`config.mk`:
```
export PLATFORM = sky130hd
export DESIGN_NAME = apc_top
export DESIGN_NICKNAME = d
export VERILOG_FILES = /design/src/hw/apc_pkg.sv /design/src/hw/apc_byte_if.sv /design/src/hw/apc_top.sv /design/src/hw/apc_fifo.sv /design/src/hw/apc_shifter.sv
export SDC_FILE = /design/constraint.sdc
export NUM_CORES = 1
export LEC_CHECK = 0
export BUFFER_PORTS_ARGS = -buffer_cell sky130_fd_sc_hd__buf_2
export CORE_MARGIN = 3
export CORE_UTILIZATION = 50
export CTS_CLUSTER_DIAMETER = 150
export DETAILED_ROUTE_END_ITERATION = 8
export GPL_ROUTABILITY_DRIVEN = 1
export GPL_TIMING_DRIVEN = 0
export HOLD_SLACK_MARGIN = 0.03
export PLACE_DENSITY = 0.67
export SYNTH_ARGS = -nofsm -noshare
export SYNTH_HDL_FRONTEND = slang
export SYNTH_SLANG_ARGS = --single-unit
```
`constraint.sdc`:
```
create_clock -name clock -period 5.6 [get_ports clock]
set_clock_uncertainty 0.1 [all_clocks]
set_input_delay 0.28 -clock clock [delete_from_list [all_inputs] [get_ports clock]]
set_output_delay 0.28 -clock clock [all_outputs]
set_load 0.02 [all_outputs]
```
`src/hw/apc_pkg.sv`:
```
// Constants and types of the asynchronous peripheral configuration port
package apc_pkg;
    localparam int CLK_PERIOD_NS    = 8;
    localparam int CONFIG_CLOCK_PERIOD_NS   = 1000;
    localparam int CONFIG_CLOCK_HALF_CYCLES =
        CONFIG_CLOCK_PERIOD_NS / (2 * CLK_PERIOD_NS);
    localparam int INIT_CLEAR_NS     = 2000;
    localparam int INIT_CLEAR_CYCLES =
        (INIT_CLEAR_NS + CLK_PERIOD_NS - 1) / CLK_PERIOD_NS;
    localparam logic [2:0] MODE_ASYNC_PERIPH = 3'h5;
    localparam logic [6:0] STATUS_FILL       = 7'h7F;
    localparam logic [3:0] BUSY_MIN_PERIODS  = 4'h2;
    localparam logic [3:0] BUSY_MAX_PERIODS  = 4'h9;
    localparam logic [2:0] STALL_BIT         = 3'h6;
    localparam logic [2:0] LAST_BIT          = 3'h7;
    localparam int BYTE_BITS  = 8;
    localparam int FIFO_DEPTH = 4;

    typedef enum logic [1:0] {
        APC_SH_IDLE = 2'b00,
        APC_SH_LOW  = 2'b01,
        APC_SH_HIGH = 2'b10
    } apc_shift_state_t;

    typedef enum logic [1:0] {
        APC_CLEAR     = 2'b00,
        APC_WAIT_INIT = 2'b01,
        APC_ACTIVE    = 2'b10
    } apc_phase_t;
endpackage

```
`src/hw/apc_byte_if.sv`:
```
// Byte stream carrier between the port's own modules
interface apc_byte_if #(parameter int W = 8);
    logic         valid;
    logic         ready;
    logic [W-1:0] data;
    modport src (output valid, output data, input ready);
    modport snk (input valid, input data, output ready);
endinterface

```
`src/hw/apc_top.sv`:
```
// Asynchronous peripheral configuration write port, top level

// Function
// Byte latched at trailing edge of write strobe, chip selects, read high.
// Accepted byte double-buffered, then shifted serially into configuration.
// Preamble and overflow bits appear on the serial output.
// Ready/busy low on receipt, high once buffer moved to shifter.
// Host may start next write as soon as ready/busy falls.
// Host holds write until ready/busy high for one clock period.
// Ready/busy only weakly pulled high before init rises.
// Busy lasts two config clock periods when shifter empty.
// Busy may last up to nine periods when shifter still full.
// Last byte: seven bits shifted, clock high, output at bit six.
// Host may skip handshake if writes are over ten periods apart.
// Init is open-drain, only ever pulled low.
// Mode pins must present 101 to select this mode.
// Status read: bit 7 ready, bits 0 to 6 high.
// Host must complete whole start-up within one byte write.
module apc_top #(
    parameter int CONFIG_CLOCK_HALF  = apc_pkg::CONFIG_CLOCK_HALF_CYCLES,
    parameter int INIT_CLEAR = apc_pkg::INIT_CLEAR_CYCLES,
    parameter int FIFO_DEPTH = apc_pkg::FIFO_DEPTH
) (
    input  wire logic       clock,
    input  wire logic       rst_b,
    input  wire logic [7:0] data_in,
    output logic      [7:0] data_out,
    output logic            data_oe_n,
    input  wire logic       write_strobe_n,
    input  wire logic       chip_select_low_n,
    input  wire logic       chip_select_high,
    input  wire logic       read_strobe_n,
    input  wire logic [2:0] mode_select_pins,
    input  wire logic       init_in,
    output logic            init_out,
    output logic            init_oe_n,
    output logic            rdy_busy_out,
    output logic            rdy_busy_oe_n,
    output logic            config_clock,
    output logic            serial_out,
    output logic            cfg_bit,
    output logic            cfg_bit_valid,
    input  wire logic       cfg_own_full
);
    // Synchronised pin bundle layout
    localparam int PW = 16;

    typedef struct packed {
        apc_pkg::apc_phase_t phase;
        logic [PW-1:0]       s1;
        logic [PW-1:0]       s2;
        logic [15:0]         init_cnt;
        logic                wr_act;
        logic [7:0]          wr_data;
        logic                cap_valid;
        logic [7:0]          cap_data;
        logic [15:0]         div_cnt;
        logic                half_tick;
        logic                tick_phase;
        logic                busy;
        logic [3:0]          busy_cnt;
        logic [7:0]          dout;
        logic                doe_n;
        logic                init_oe_n;
        logic                rdy_oe_n;
        logic                rdy;
    } apc_top_state_t;

    apc_top_state_t st;
    apc_top_state_t next_st;
    logic [1:0]     rst_q;
    logic           rst_n_sync;

    logic [7:0] p_data;
    logic       p_ws_n;
    logic       p_cs0_n;
    logic       p_cs1;
    logic       p_rs_n;
    logic [2:0] p_mode;
    logic       p_init;
    logic       wr_cond;
    logic       rd_cond;
    logic       period_tick;
    logic       shifter_full;
    logic       shift_tick;

    apc_byte_if #(.W(apc_pkg::BYTE_BITS)) cap_q ();
    apc_byte_if #(.W(apc_pkg::BYTE_BITS)) hold_q ();

    // Reset release through two flops
    always_ff @(posedge clock or negedge rst_b)
    begin
        if (!rst_b)
        begin
            rst_q <= 2'h0;
        end
        else
        begin
            rst_q <= {rst_q[0], 1'b1};
        end
    end
    assign rst_n_sync = rst_q[1];

    assign {p_data, p_ws_n, p_cs0_n, p_cs1, p_rs_n, p_mode, p_init} = st.s2;

    // Write and status decode from synchronised pins
    assign wr_cond = !p_ws_n && !p_cs0_n && p_rs_n && p_cs1;
    assign rd_cond = p_ws_n && !p_cs0_n && p_cs1 && !p_rs_n;
    assign period_tick = st.half_tick && st.tick_phase;
    assign shift_tick  = st.half_tick && (st.phase == apc_pkg::APC_ACTIVE);

    assign cap_q.valid = st.cap_valid;
    assign cap_q.data  = st.cap_data;

    assign data_out      = st.dout;
    assign data_oe_n     = st.doe_n;
    assign init_out      = 1'b0;
    assign init_oe_n     = st.init_oe_n;
    assign rdy_busy_out  = st.rdy;
    assign rdy_busy_oe_n = st.rdy_oe_n;

    apc_fifo #(
        .WIDTH (apc_pkg::BYTE_BITS),
        .DEPTH (FIFO_DEPTH)
    ) u_fifo (
        .clock      (clock),
        .rst_n_sync (rst_n_sync),
        .fill       (cap_q.snk),
        .drain      (hold_q.src)
    );

    apc_shifter u_shift (
        .clock         (clock),
        .rst_n_sync    (rst_n_sync),
        .half_tick     (shift_tick),
        .own_full      (cfg_own_full),
        .load          (hold_q.snk),
        .cfg_clock     (config_clock),
        .serial_out    (serial_out),
        .cfg_bit       (cfg_bit),
        .cfg_bit_valid (cfg_bit_valid),
        .holding       (shifter_full)
    );

    always_comb
    begin
        next_st = st;
        next_st.s1 = {data_in, write_strobe_n, chip_select_low_n,
                      chip_select_high, read_strobe_n,
                      mode_select_pins, init_in};
        next_st.s2 = st.s1;

        // Half-period divider for the configuration clock
        next_st.half_tick = 1'b0;
        if (st.div_cnt == 16'(CONFIG_CLOCK_HALF - 1))
        begin
            next_st.div_cnt    = '0;
            next_st.half_tick  = 1'b1;
        end
        else
        begin
            next_st.div_cnt = st.div_cnt + 1'b1;
        end
        if (st.half_tick)
        begin
            next_st.tick_phase = !st.tick_phase;
        end

        unique case (st.phase)
            apc_pkg::APC_CLEAR:
            begin
                next_st.init_oe_n = 1'b0;
                if (st.init_cnt == 16'(INIT_CLEAR - 1))
                begin
                    next_st.init_oe_n = 1'b1;
                    next_st.phase     = apc_pkg::APC_WAIT_INIT;
                end
                else
                begin
                    next_st.init_cnt = st.init_cnt + 1'b1;
                end
            end
            apc_pkg::APC_WAIT_INIT:
            begin
                next_st.rdy_oe_n = 1'b1;
                if (p_init && p_mode == apc_pkg::MODE_ASYNC_PERIPH)
                begin
                    next_st.phase = apc_pkg::APC_ACTIVE;
                end
            end
            apc_pkg::APC_ACTIVE:
            begin
                next_st.rdy_oe_n = 1'b0;
            end
            default:
            begin
                next_st.phase = apc_pkg::APC_CLEAR;
            end
        endcase

        // Capture window data, latch on the trailing edge
        next_st.wr_act = wr_cond;
        if (wr_cond)
        begin
            next_st.wr_data = p_data;
        end

        // Hand the captured byte to the FIFO
        if (st.cap_valid && cap_q.ready)
        begin
            next_st.cap_valid = 1'b0;
        end

        // Busy span: minimum two periods, ends when buffer drained
        if (st.busy && period_tick &&
            st.busy_cnt != apc_pkg::BUSY_MAX_PERIODS)
        begin
            next_st.busy_cnt = st.busy_cnt + 1'b1;
        end
        if (st.busy && !st.cap_valid && !hold_q.valid &&
            st.busy_cnt >= apc_pkg::BUSY_MIN_PERIODS)
        begin
            next_st.busy = 1'b0;
        end

        // New byte: set wins over a clear in the same cycle
        if (st.wr_act && !wr_cond &&
            st.phase == apc_pkg::APC_ACTIVE && !st.cap_valid)
        begin
            next_st.cap_valid = 1'b1;
            next_st.cap_data  = st.wr_data;
            next_st.busy      = 1'b1;
            next_st.busy_cnt  = '0;
        end

        next_st.rdy = (next_st.phase == apc_pkg::APC_ACTIVE) ?
                      !next_st.busy : 1'b1;

        // Status onto the data bus
        next_st.doe_n = !(rd_cond && st.phase == apc_pkg::APC_ACTIVE);
        next_st.dout  = {!st.busy, apc_pkg::STATUS_FILL};
    end

    always_ff @(posedge clock or negedge rst_n_sync)
    begin
        if (!rst_n_sync)
        begin
            st           <= '0;
            st.phase     <= apc_pkg::APC_CLEAR;
            st.init_oe_n <= 1'b0;
            st.rdy_oe_n  <= 1'b1;
            st.rdy       <= 1'b1;
            st.doe_n     <= 1'b1;
            st.s1        <= '1;
            st.s2        <= '1;
        end
        else
        begin
            st <= next_st;
        end
    end
endmodule

```
`src/hw/apc_fifo.sv`:
```
// Flip-flop FIFO with valid and ready on both sides
module apc_fifo #(
    parameter int WIDTH = 8,
    parameter int DEPTH = 4
) (
    input  wire logic clock,
    input  wire logic rst_n_sync,
    apc_byte_if.snk   fill,
    apc_byte_if.src   drain
);
    localparam int AW = (DEPTH > 1) ? $clog2(DEPTH) : 1;
    localparam int CW = $clog2(DEPTH + 1);

    typedef struct packed {
        logic [DEPTH-1:0][WIDTH-1:0] mem;
        logic [AW-1:0]               rd;
        logic [AW-1:0]               wr;
        logic [CW-1:0]               count;
    } apc_fifo_state_t;

    apc_fifo_state_t st;
    apc_fifo_state_t next_st;
    logic            push;
    logic            pop;

    assign fill.ready  = (st.count != CW'(DEPTH));
    assign drain.valid = (st.count != '0);
    assign drain.data  = st.mem[st.rd];

    always_comb
    begin
        next_st = st;
        push    = fill.valid && fill.ready;
        pop     = drain.valid && drain.ready;
        if (push)
        begin
            next_st.mem[st.wr] = fill.data;
            next_st.wr = (st.wr == AW'(DEPTH - 1)) ? '0 : st.wr + 1'b1;
        end
        if (pop)
        begin
            next_st.rd = (st.rd == AW'(DEPTH - 1)) ? '0 : st.rd + 1'b1;
        end
        if (push && !pop)
        begin
            next_st.count = st.count + 1'b1;
        end
        else if (pop && !push)
        begin
            next_st.count = st.count - 1'b1;
        end
    end

    always_ff @(posedge clock or negedge rst_n_sync)
    begin
        if (!rst_n_sync)
        begin
            st <= '0;
        end
        else
        begin
            st <= next_st;
        end
    end
endmodule

```
`src/hw/apc_shifter.sv`:
```
// Parallel-to-serial shift stage driving the configuration clock
module apc_shifter (
    input  wire logic clock,
    input  wire logic rst_n_sync,
    input  wire logic half_tick,
    input  wire logic own_full,
    apc_byte_if.snk   load,
    output logic      cfg_clock,
    output logic      serial_out,
    output logic      cfg_bit,
    output logic      cfg_bit_valid,
    output logic      holding
);
    typedef struct packed {
        apc_pkg::apc_shift_state_t sm;
        logic [7:0]                sr;
        logic [2:0]                idx;
        logic                      full;
        logic                      clk;
        logic                      dout;
        logic                      bitv;
    } apc_shift_reg_t;

    apc_shift_reg_t st;
    apc_shift_reg_t next_st;

    // Take a byte only when empty or when the last bit has gone
    assign load.ready = half_tick &&
        ((st.sm == apc_pkg::APC_SH_IDLE && !st.full) ||
         (st.sm == apc_pkg::APC_SH_HIGH && st.idx == apc_pkg::LAST_BIT));
    assign cfg_clock     = st.clk;
    assign serial_out    = st.dout;
    assign cfg_bit       = st.dout;
    assign cfg_bit_valid = st.bitv;
    assign holding       = st.full;

    always_comb
    begin
        next_st      = st;
        next_st.bitv = 1'b0;
        if (half_tick)
        begin
            unique case (st.sm)
                apc_pkg::APC_SH_IDLE:
                begin
                    if (load.valid && !st.full)
                    begin
                        next_st.sr   = load.data;
                        next_st.full = 1'b1;
                        next_st.idx  = '0;
                        next_st.dout = load.data[0];
                        next_st.clk  = 1'b0;
                        next_st.sm   = apc_pkg::APC_SH_LOW;
                    end
                    else if (load.valid)
                    begin
                        next_st.idx  = apc_pkg::LAST_BIT;
                        next_st.dout = st.sr[apc_pkg::LAST_BIT];
                        next_st.clk  = 1'b0;
                        next_st.sm   = apc_pkg::APC_SH_LOW;
                    end
                end
                apc_pkg::APC_SH_LOW:
                begin
                    next_st.clk  = 1'b1;
                    next_st.bitv = !own_full;
                    next_st.sm   = apc_pkg::APC_SH_HIGH;
                end
                apc_pkg::APC_SH_HIGH:
                begin
                    if (st.idx == apc_pkg::LAST_BIT && load.valid)
                    begin
                        next_st.sr   = load.data;
                        next_st.idx  = '0;
                        next_st.dout = load.data[0];
                        next_st.clk  = 1'b0;
                        next_st.sm   = apc_pkg::APC_SH_LOW;
                    end
                    else if (st.idx == apc_pkg::LAST_BIT)
                    begin
                        next_st.full = 1'b0;
                        next_st.sm   = apc_pkg::APC_SH_IDLE;
                    end
                    else if (st.idx == apc_pkg::STALL_BIT && !load.valid)
                    begin
                        next_st.sm = apc_pkg::APC_SH_IDLE;
                    end
                    else
                    begin
                        next_st.idx  = st.idx + 1'b1;
                        next_st.dout = st.sr[st.idx + 1'b1];
                        next_st.clk  = 1'b0;
                        next_st.sm   = apc_pkg::APC_SH_LOW;
                    end
                end
                default:
                begin
                    next_st.sm = apc_pkg::APC_SH_IDLE;
                end
            endcase
        end
    end

    always_ff @(posedge clock or negedge rst_n_sync)
    begin
        if (!rst_n_sync)
        begin
            st     <= '0;
            st.clk <= 1'b1;
        end
        else
        begin
            st <= next_st;
        end
    end
endmodule

```
* Word level (Yosys, flattened, before mapping) *
Index checks and enable logic that the tools add are counted.

storage, ports and cells
  register bits = 161
  output and inout port bits = 17
  word-level logic and storage cells = 177

cells by class
  $add $sub $neg = 8
  magnitude comparators = 5
  equal/unequal tests = 21
  multiplexer cells = 50
  bitwise gates (word level) = 1
  reductions and logical operators = 59

operators with widths
  operator                                                               count
  16-bit by 1-bit adder with 16-bit output (second input constant)       2
  32-bit bitwise mux                                                     1
  8-bit two-way mux                                                      4
  1-bit logical AND                                                      29
  2-bit two-way mux                                                      12
  12-bit one-hot mux with 2 select lines                                 1
  3-bit two-way mux                                                      7
  8-bit binary-select mux with 2-bit select                              1
  8-bit demux with 2-bit select                                          1
  16-bit by 6-bit == test with 1-bit output (second input constant)      1
  16-bit by 8-bit == test with 1-bit output (second input constant)      1
  16-bit two-way mux                                                     1
  5-bit AND reduction                                                    3
  1-bit zero test                                                        14
  1-bit two-way mux                                                      13
  3-bit inequality test (second input constant)                          4
  2-bit one-hot mux with 3 select lines                                  2
  2-bit == test (second input constant)                                  5
  2-bit nonzero test                                                     5
  3-bit == test (second input constant)                                  3
  9-bit two-way mux                                                      1
  2-bit inequality test (second input constant)                          4
  3-bit by 1-bit adder with 3-bit output (second input constant)         2
  2-bit by 3-bit < comparator with 1-bit output (second input constant)  2
  other kinds (19)                                                       25

* Longest topological paths before layout *
  depth in word-level cells = 11
  mapped depth = 13
  gate-level depth less buffers = 12

* Cells and area by module *
Synthesis repeated with hierarchy kept, for this count alone.

second synthesis, totals
  cell total of the unflattened synthesis = 499
  area total of the unflattened synthesis = 6608.8 sq um

by module, submodules not included
  module       times used  cells each  area each (sq um)
  apc_top      1           305         3848.7
  apc_fifo     1           115         1805.5
  apc_shifter  1           79          954.7

* Least setup slack after synthesis *
No wires, ideal clock.

  path type = register -> register
  from = register st[101] in the netlist's numbering
  to = register u_fifo.st[1] in the netlist's numbering
  library setup time = 0.125 ns
  arrival = 2.356 ns
  required time = 5.375 ns
  path slack = 3.020 ns
  stages on the path, launching flop included = 12
  buffers on the path = 1
  path through = dfrtp_1 -> inv_1 -> ha_1 -> nand2_1 -> nor3_2 -> nor3b_2 -> buf_6 -> inv_1 -> ha_1 -> inv_1 -> fa_1 -> mux2_2

RTL lines
  element                 RTL line        RTL
  from (decl)             apc_top.sv:69   apc_top_state_t st;
  from (signal assigned)  apc_top.sv:259  st <= next_st;
  to (signal assigned)    apc_fifo.sv:62  st <= next_st;
  to (decl)               apc_fifo.sv:21  apc_fifo_state_t st;

==> results.yml <==
status:
  outcome: "finished, final reports clean"
sta:
  slew_viol_final: 0
  setup_tns_ns: 0
  max_frequency_mhz: 333
  layout_worst_path_cycle_share: 0.536
  finalCriticalPeriod_ns: 3.00
  tightest_slew_ns: 0.559
  grt_setup_unrepaired: "no"
  slew-limit-headroom: 0.627
  final-hold-violation-count: 0
  setup_ws_ns: 2.60
  finalSetupViolCount: 0
logic_synthesis:
  mappedNetlistArea_um2: 6550
  post_synth_num_cell_types: 55
  synth-main-ff-cell: "sky130_fd_sc_hd__dfrtp_1"
  synthesis.area_per_instance_um2: 14.0
  synth_seq_cells: 155
  synth.yosys.warnings: 0
  syn_inst: 468
  synth_async_sr_flop_share: 1.00
  sequential_fraction_of_the_synthesis_area: 0.599
  synth_enable_flop_cells: 0
die:
  fp-row-count: 41
  dieWidth_um: 120
  placeableCoreArea_um2: 12700
  top_level_ports: 36
  floorplan.initialDensity: 0.515
  die_y_um: 120
  dieArea_um2: 14500
grt:
  grt_util_all_layers: 0.163
  use_met3: 0.0580
  global_route.peak_usage_layer: "met2"
  use_met1: 0.222
  first_global_vias: 3781
  antenna_violations_before_repair: 0
  grt_first_pass_wirelength_um: 18400
  met2_usage: 0.248
  pin_count_of_the_biggest_net_entering_global_routing: 64
  globalRoute.totalOverflow: 0
cells_and_area:
  layout-drive-gt1-share: 0.372
  postLayoutCellArea_um2: 7770
  area.growth.synth_to_final_pct: 18.7
  layout.nets: 582
  antenna_cells_inserted: 0
detailed_routing:
  detailedRoute.firstIterationViolations: 211
  overall_via_count_from_detail_route: 3653
  routedWlPerCell_um: 14.7
  routed_wirelength_um: 10700
  viasPerCell: 5.03
  1st_pass_router_iterations: 4
  post-route-drc-count: 0
  antenna_left: 0
placed_design:
  buffer_ports.inserted: 34
  post_dp_cell_area_um2: 7000
  place_hpwl_um: 7020
  gp_congestion: 0.749
  detailedPlace.worstSlack_ns: 2.63
power:
  power-per-cell-area_nw_per_um2: 308
  leakagePower_nw: 3.68
  vdd_ir_drop_max_mv: 0.212
critical_path:
  timing_worst_setup_path_type: "reg2reg"
  cp-start-kind: "flip-flop"
  worst_r2r_startpoint: "st[101]"
  cp_max_fo: 10
  reg2reg_setup_slack_ns: 2.60
  timing.critical_path.mode_cell: "sky130_fd_sc_hd__inv_1"
  crit_path_cell_trace: "inv_1, ha_1, nand2_1, nor3_2, nor3b_2, buf_6, inv_1, ha_1, inv_1, fa_1, mux2_2"
  critPathBufInv: 4
  critical-path-top-delay-family: "adder cells"
  worst-r2r-cell-count: 11
  cpPeakStageDelay_ns: 0.44
  worst_path_required_ns: 5.80
  worstReg2RegEnd: "u_fifo.st[1]"
  cpMaxStageDelayCell: "sky130_fd_sc_hd__dfrtp_1"
  cp-end-kind: "flip-flop"
  worst-endpoint-arrival_ns: 3.20
cts:
  ctsHtreeMaxLevel: 4
  clkLatencyLatePin_ns: 0.42
  cts_tree: "yes"
  clock_tree.buffer_depth: 2
  root_buffer: "sky130_fd_sc_hd__clkbuf_16"
  cts_sinks: 155
  cts-buffers-inserted: 17
  clkTransAtPathRegs_ns: 0.06
  post_cts.resized_instances: 0
hold_path:
  timing.hold.worst.class: "in2async"
flow_run:
  max_cap_violations: 0
==> stage by stage <==
stage               hold slack (ns)   util  std cells  total power, mW
floorplan                    -0.116      -        469             1.22
global placement            -0.0337  0.546        675             1.23
detailed placement          -0.0314  0.550        677             1.24
CTS                          0.0532  0.611        726             2.42
global route                 0.0465  0.611        726             2.49
finish                       0.0651  0.611        726             2.39
==> worst reg2reg max path, cell delays in order (launching register included) <==
cell	delay, ns
sky130_fd_sc_hd__dfrtp_1	0.44
sky130_fd_sc_hd__inv_1	0.12
sky130_fd_sc_hd__ha_1	0.34
sky130_fd_sc_hd__nand2_1	0.23
sky130_fd_sc_hd__nor3_2	0.16
sky130_fd_sc_hd__nor3b_2	0.26
sky130_fd_sc_hd__buf_6	0.21
sky130_fd_sc_hd__inv_1	0.06
sky130_fd_sc_hd__ha_1	0.21
sky130_fd_sc_hd__inv_1	0.08
sky130_fd_sc_hd__fa_1	0.40
sky130_fd_sc_hd__mux2_2	0.27
==> worst max-delay path by stage <==
stage	startpoint	slack, ns	end	depth (start not counted)
after global placement	rst_q[1]	-0.57	st[48]	0
after global routing	st[101]	2.42	u_fifo.st[1]	11
after CTS	st[101]	2.59	u_fifo.st[1]	11
after floorplan	rst_q[1]	0.92	cap_q.data[0]	0
after detailed placement	st[101]	2.63	u_fifo.st[1]	11
final	st[101]	2.60	u_fifo.st[1]	11
==> timing repair <==
action | 4_1_cts | 5_1_grt
setup buffers | 0 | 0
hold buffers | 18 | 0
hold endpoints to repair | 19 | 0
==> logic make-up (layout without fill, tap and decap cells) <==
logic type	Yosys count	after routing	synth area share
flops	155	155	0.599
simple gates	114	114	0.0997
mux	75	75	0.151
xor+xnor	35	35	0.0468
buf+inv	35	120	0.0285
compound gates	31	31	0.0330
fa+ha+maj	21	21	0.0412
other cells	2	3	0.00115
==> Yosys cell counts, drive strengths merged (3+ instances only) <==
cell type | number | area share
dfrtp | 119 | 0.45
mux2 | 63 | 0.11
dfstp | 36 | 0.14
nand2 | 30 | 0.022
nor2 | 26 | 0.015
xnor2 | 21 | 0.028
ha | 20 | 0.038
inv | 16 | 0.0092
buf | 15 | 0.017
xor2 | 14 | 0.019
nand3 | 11 | 0.0084
o21ai | 11 | 0.0084
mux4 | 10 | 0.034
nand4 | 9 | 0.0086
nor3 | 8 | 0.010
and3 | 6 | 0.0057
a21o | 4 | 0.0046
a21oi | 4 | 0.0036
and4 | 4 | 0.0053
clkbuf | 4 | 0.0023
nor4 | 4 | 0.0038
o211ai | 3 | 0.0034
==> registers in the layout, summed over array words and instances (netlist names), 2 cells and up <==
register / cells
st: 50
rst_q: 2
data_out: 2
p_data: 8
u_fifo.st: 39
cap_q.data: 8
next_st: 16
p_mode: 3
u_shift.st: 13
==> layout by cell type, fill, tap and decap left out, types with 4 or more instances in the layout <==
cell                            synthesis  layout
sky130_fd_sc_hd__xor2_1                14      14
sky130_fd_sc_hd__nand3_1               11      11
sky130_fd_sc_hd__buf_2                  2      36
sky130_fd_sc_hd__dlygate4sd3_1          0      18
sky130_fd_sc_hd__dfstp_2               36      36
sky130_fd_sc_hd__clkbuf_16              0      17
sky130_fd_sc_hd__and4_1                 4       4
sky130_fd_sc_hd__nand2_1               26      26
sky130_fd_sc_hd__nor2_1                26      26
sky130_fd_sc_hd__and3_1                 6       6
sky130_fd_sc_hd__xnor2_1               21      21
sky130_fd_sc_hd__buf_4                 12      12
sky130_fd_sc_hd__o21ai_0               10      10
sky130_fd_sc_hd__nand2_4                4       4
sky130_fd_sc_hd__dfrtp_1              119     118
sky130_fd_sc_hd__mux4_2                10      10
sky130_fd_sc_hd__nand4_1                9       9
sky130_fd_sc_hd__clkbuf_1               4       5
sky130_fd_sc_hd__nor4_1                 4       4
sky130_fd_sc_hd__mux2_2                54      54
sky130_fd_sc_hd__mux2_4                 9       9
sky130_fd_sc_hd__nor3_1                 4       4
sky130_fd_sc_hd__inv_1                 16      16
sky130_fd_sc_hd__ha_1                  20      20
sky130_fd_sc_hd__a21o_1                 4       4
sky130_fd_sc_hd__inv_6                  0       5
==> report_power, final <==
part / switching (mW) / total [mW] / internal (mW)
sequential: 0.0152 / 1.17 / 1.16
combinational: 0.0278 / 0.0599 / 0.0322
clock: 0.458 / 1.16 / 0.703
==> final cells by class <==
| type | instances | area (µm²) |
|---|---|---|
| fill | 1026 | 4950 |
| sequential | 155 | 3930 |
| multi-input combinational | 279 | 2450 |
| clock buffer | 18 | 429 |
| timing repair buffer | 54 | 405 |
| tap | 172 | 215 |
| clock inverter | 13 | 165 |
| buffer | 19 | 126 |
| inverter | 16 | 60.1 |
==> layer usage <==
metal | up-vias | wire, µm
li1 | 1777 | -
met2 | 49 | 4920
met3 | 9 | 403
met5 | - | 0
met1 | 1818 | 5220
met4 | 0 | 118
(Power assumes the default switching activity.)
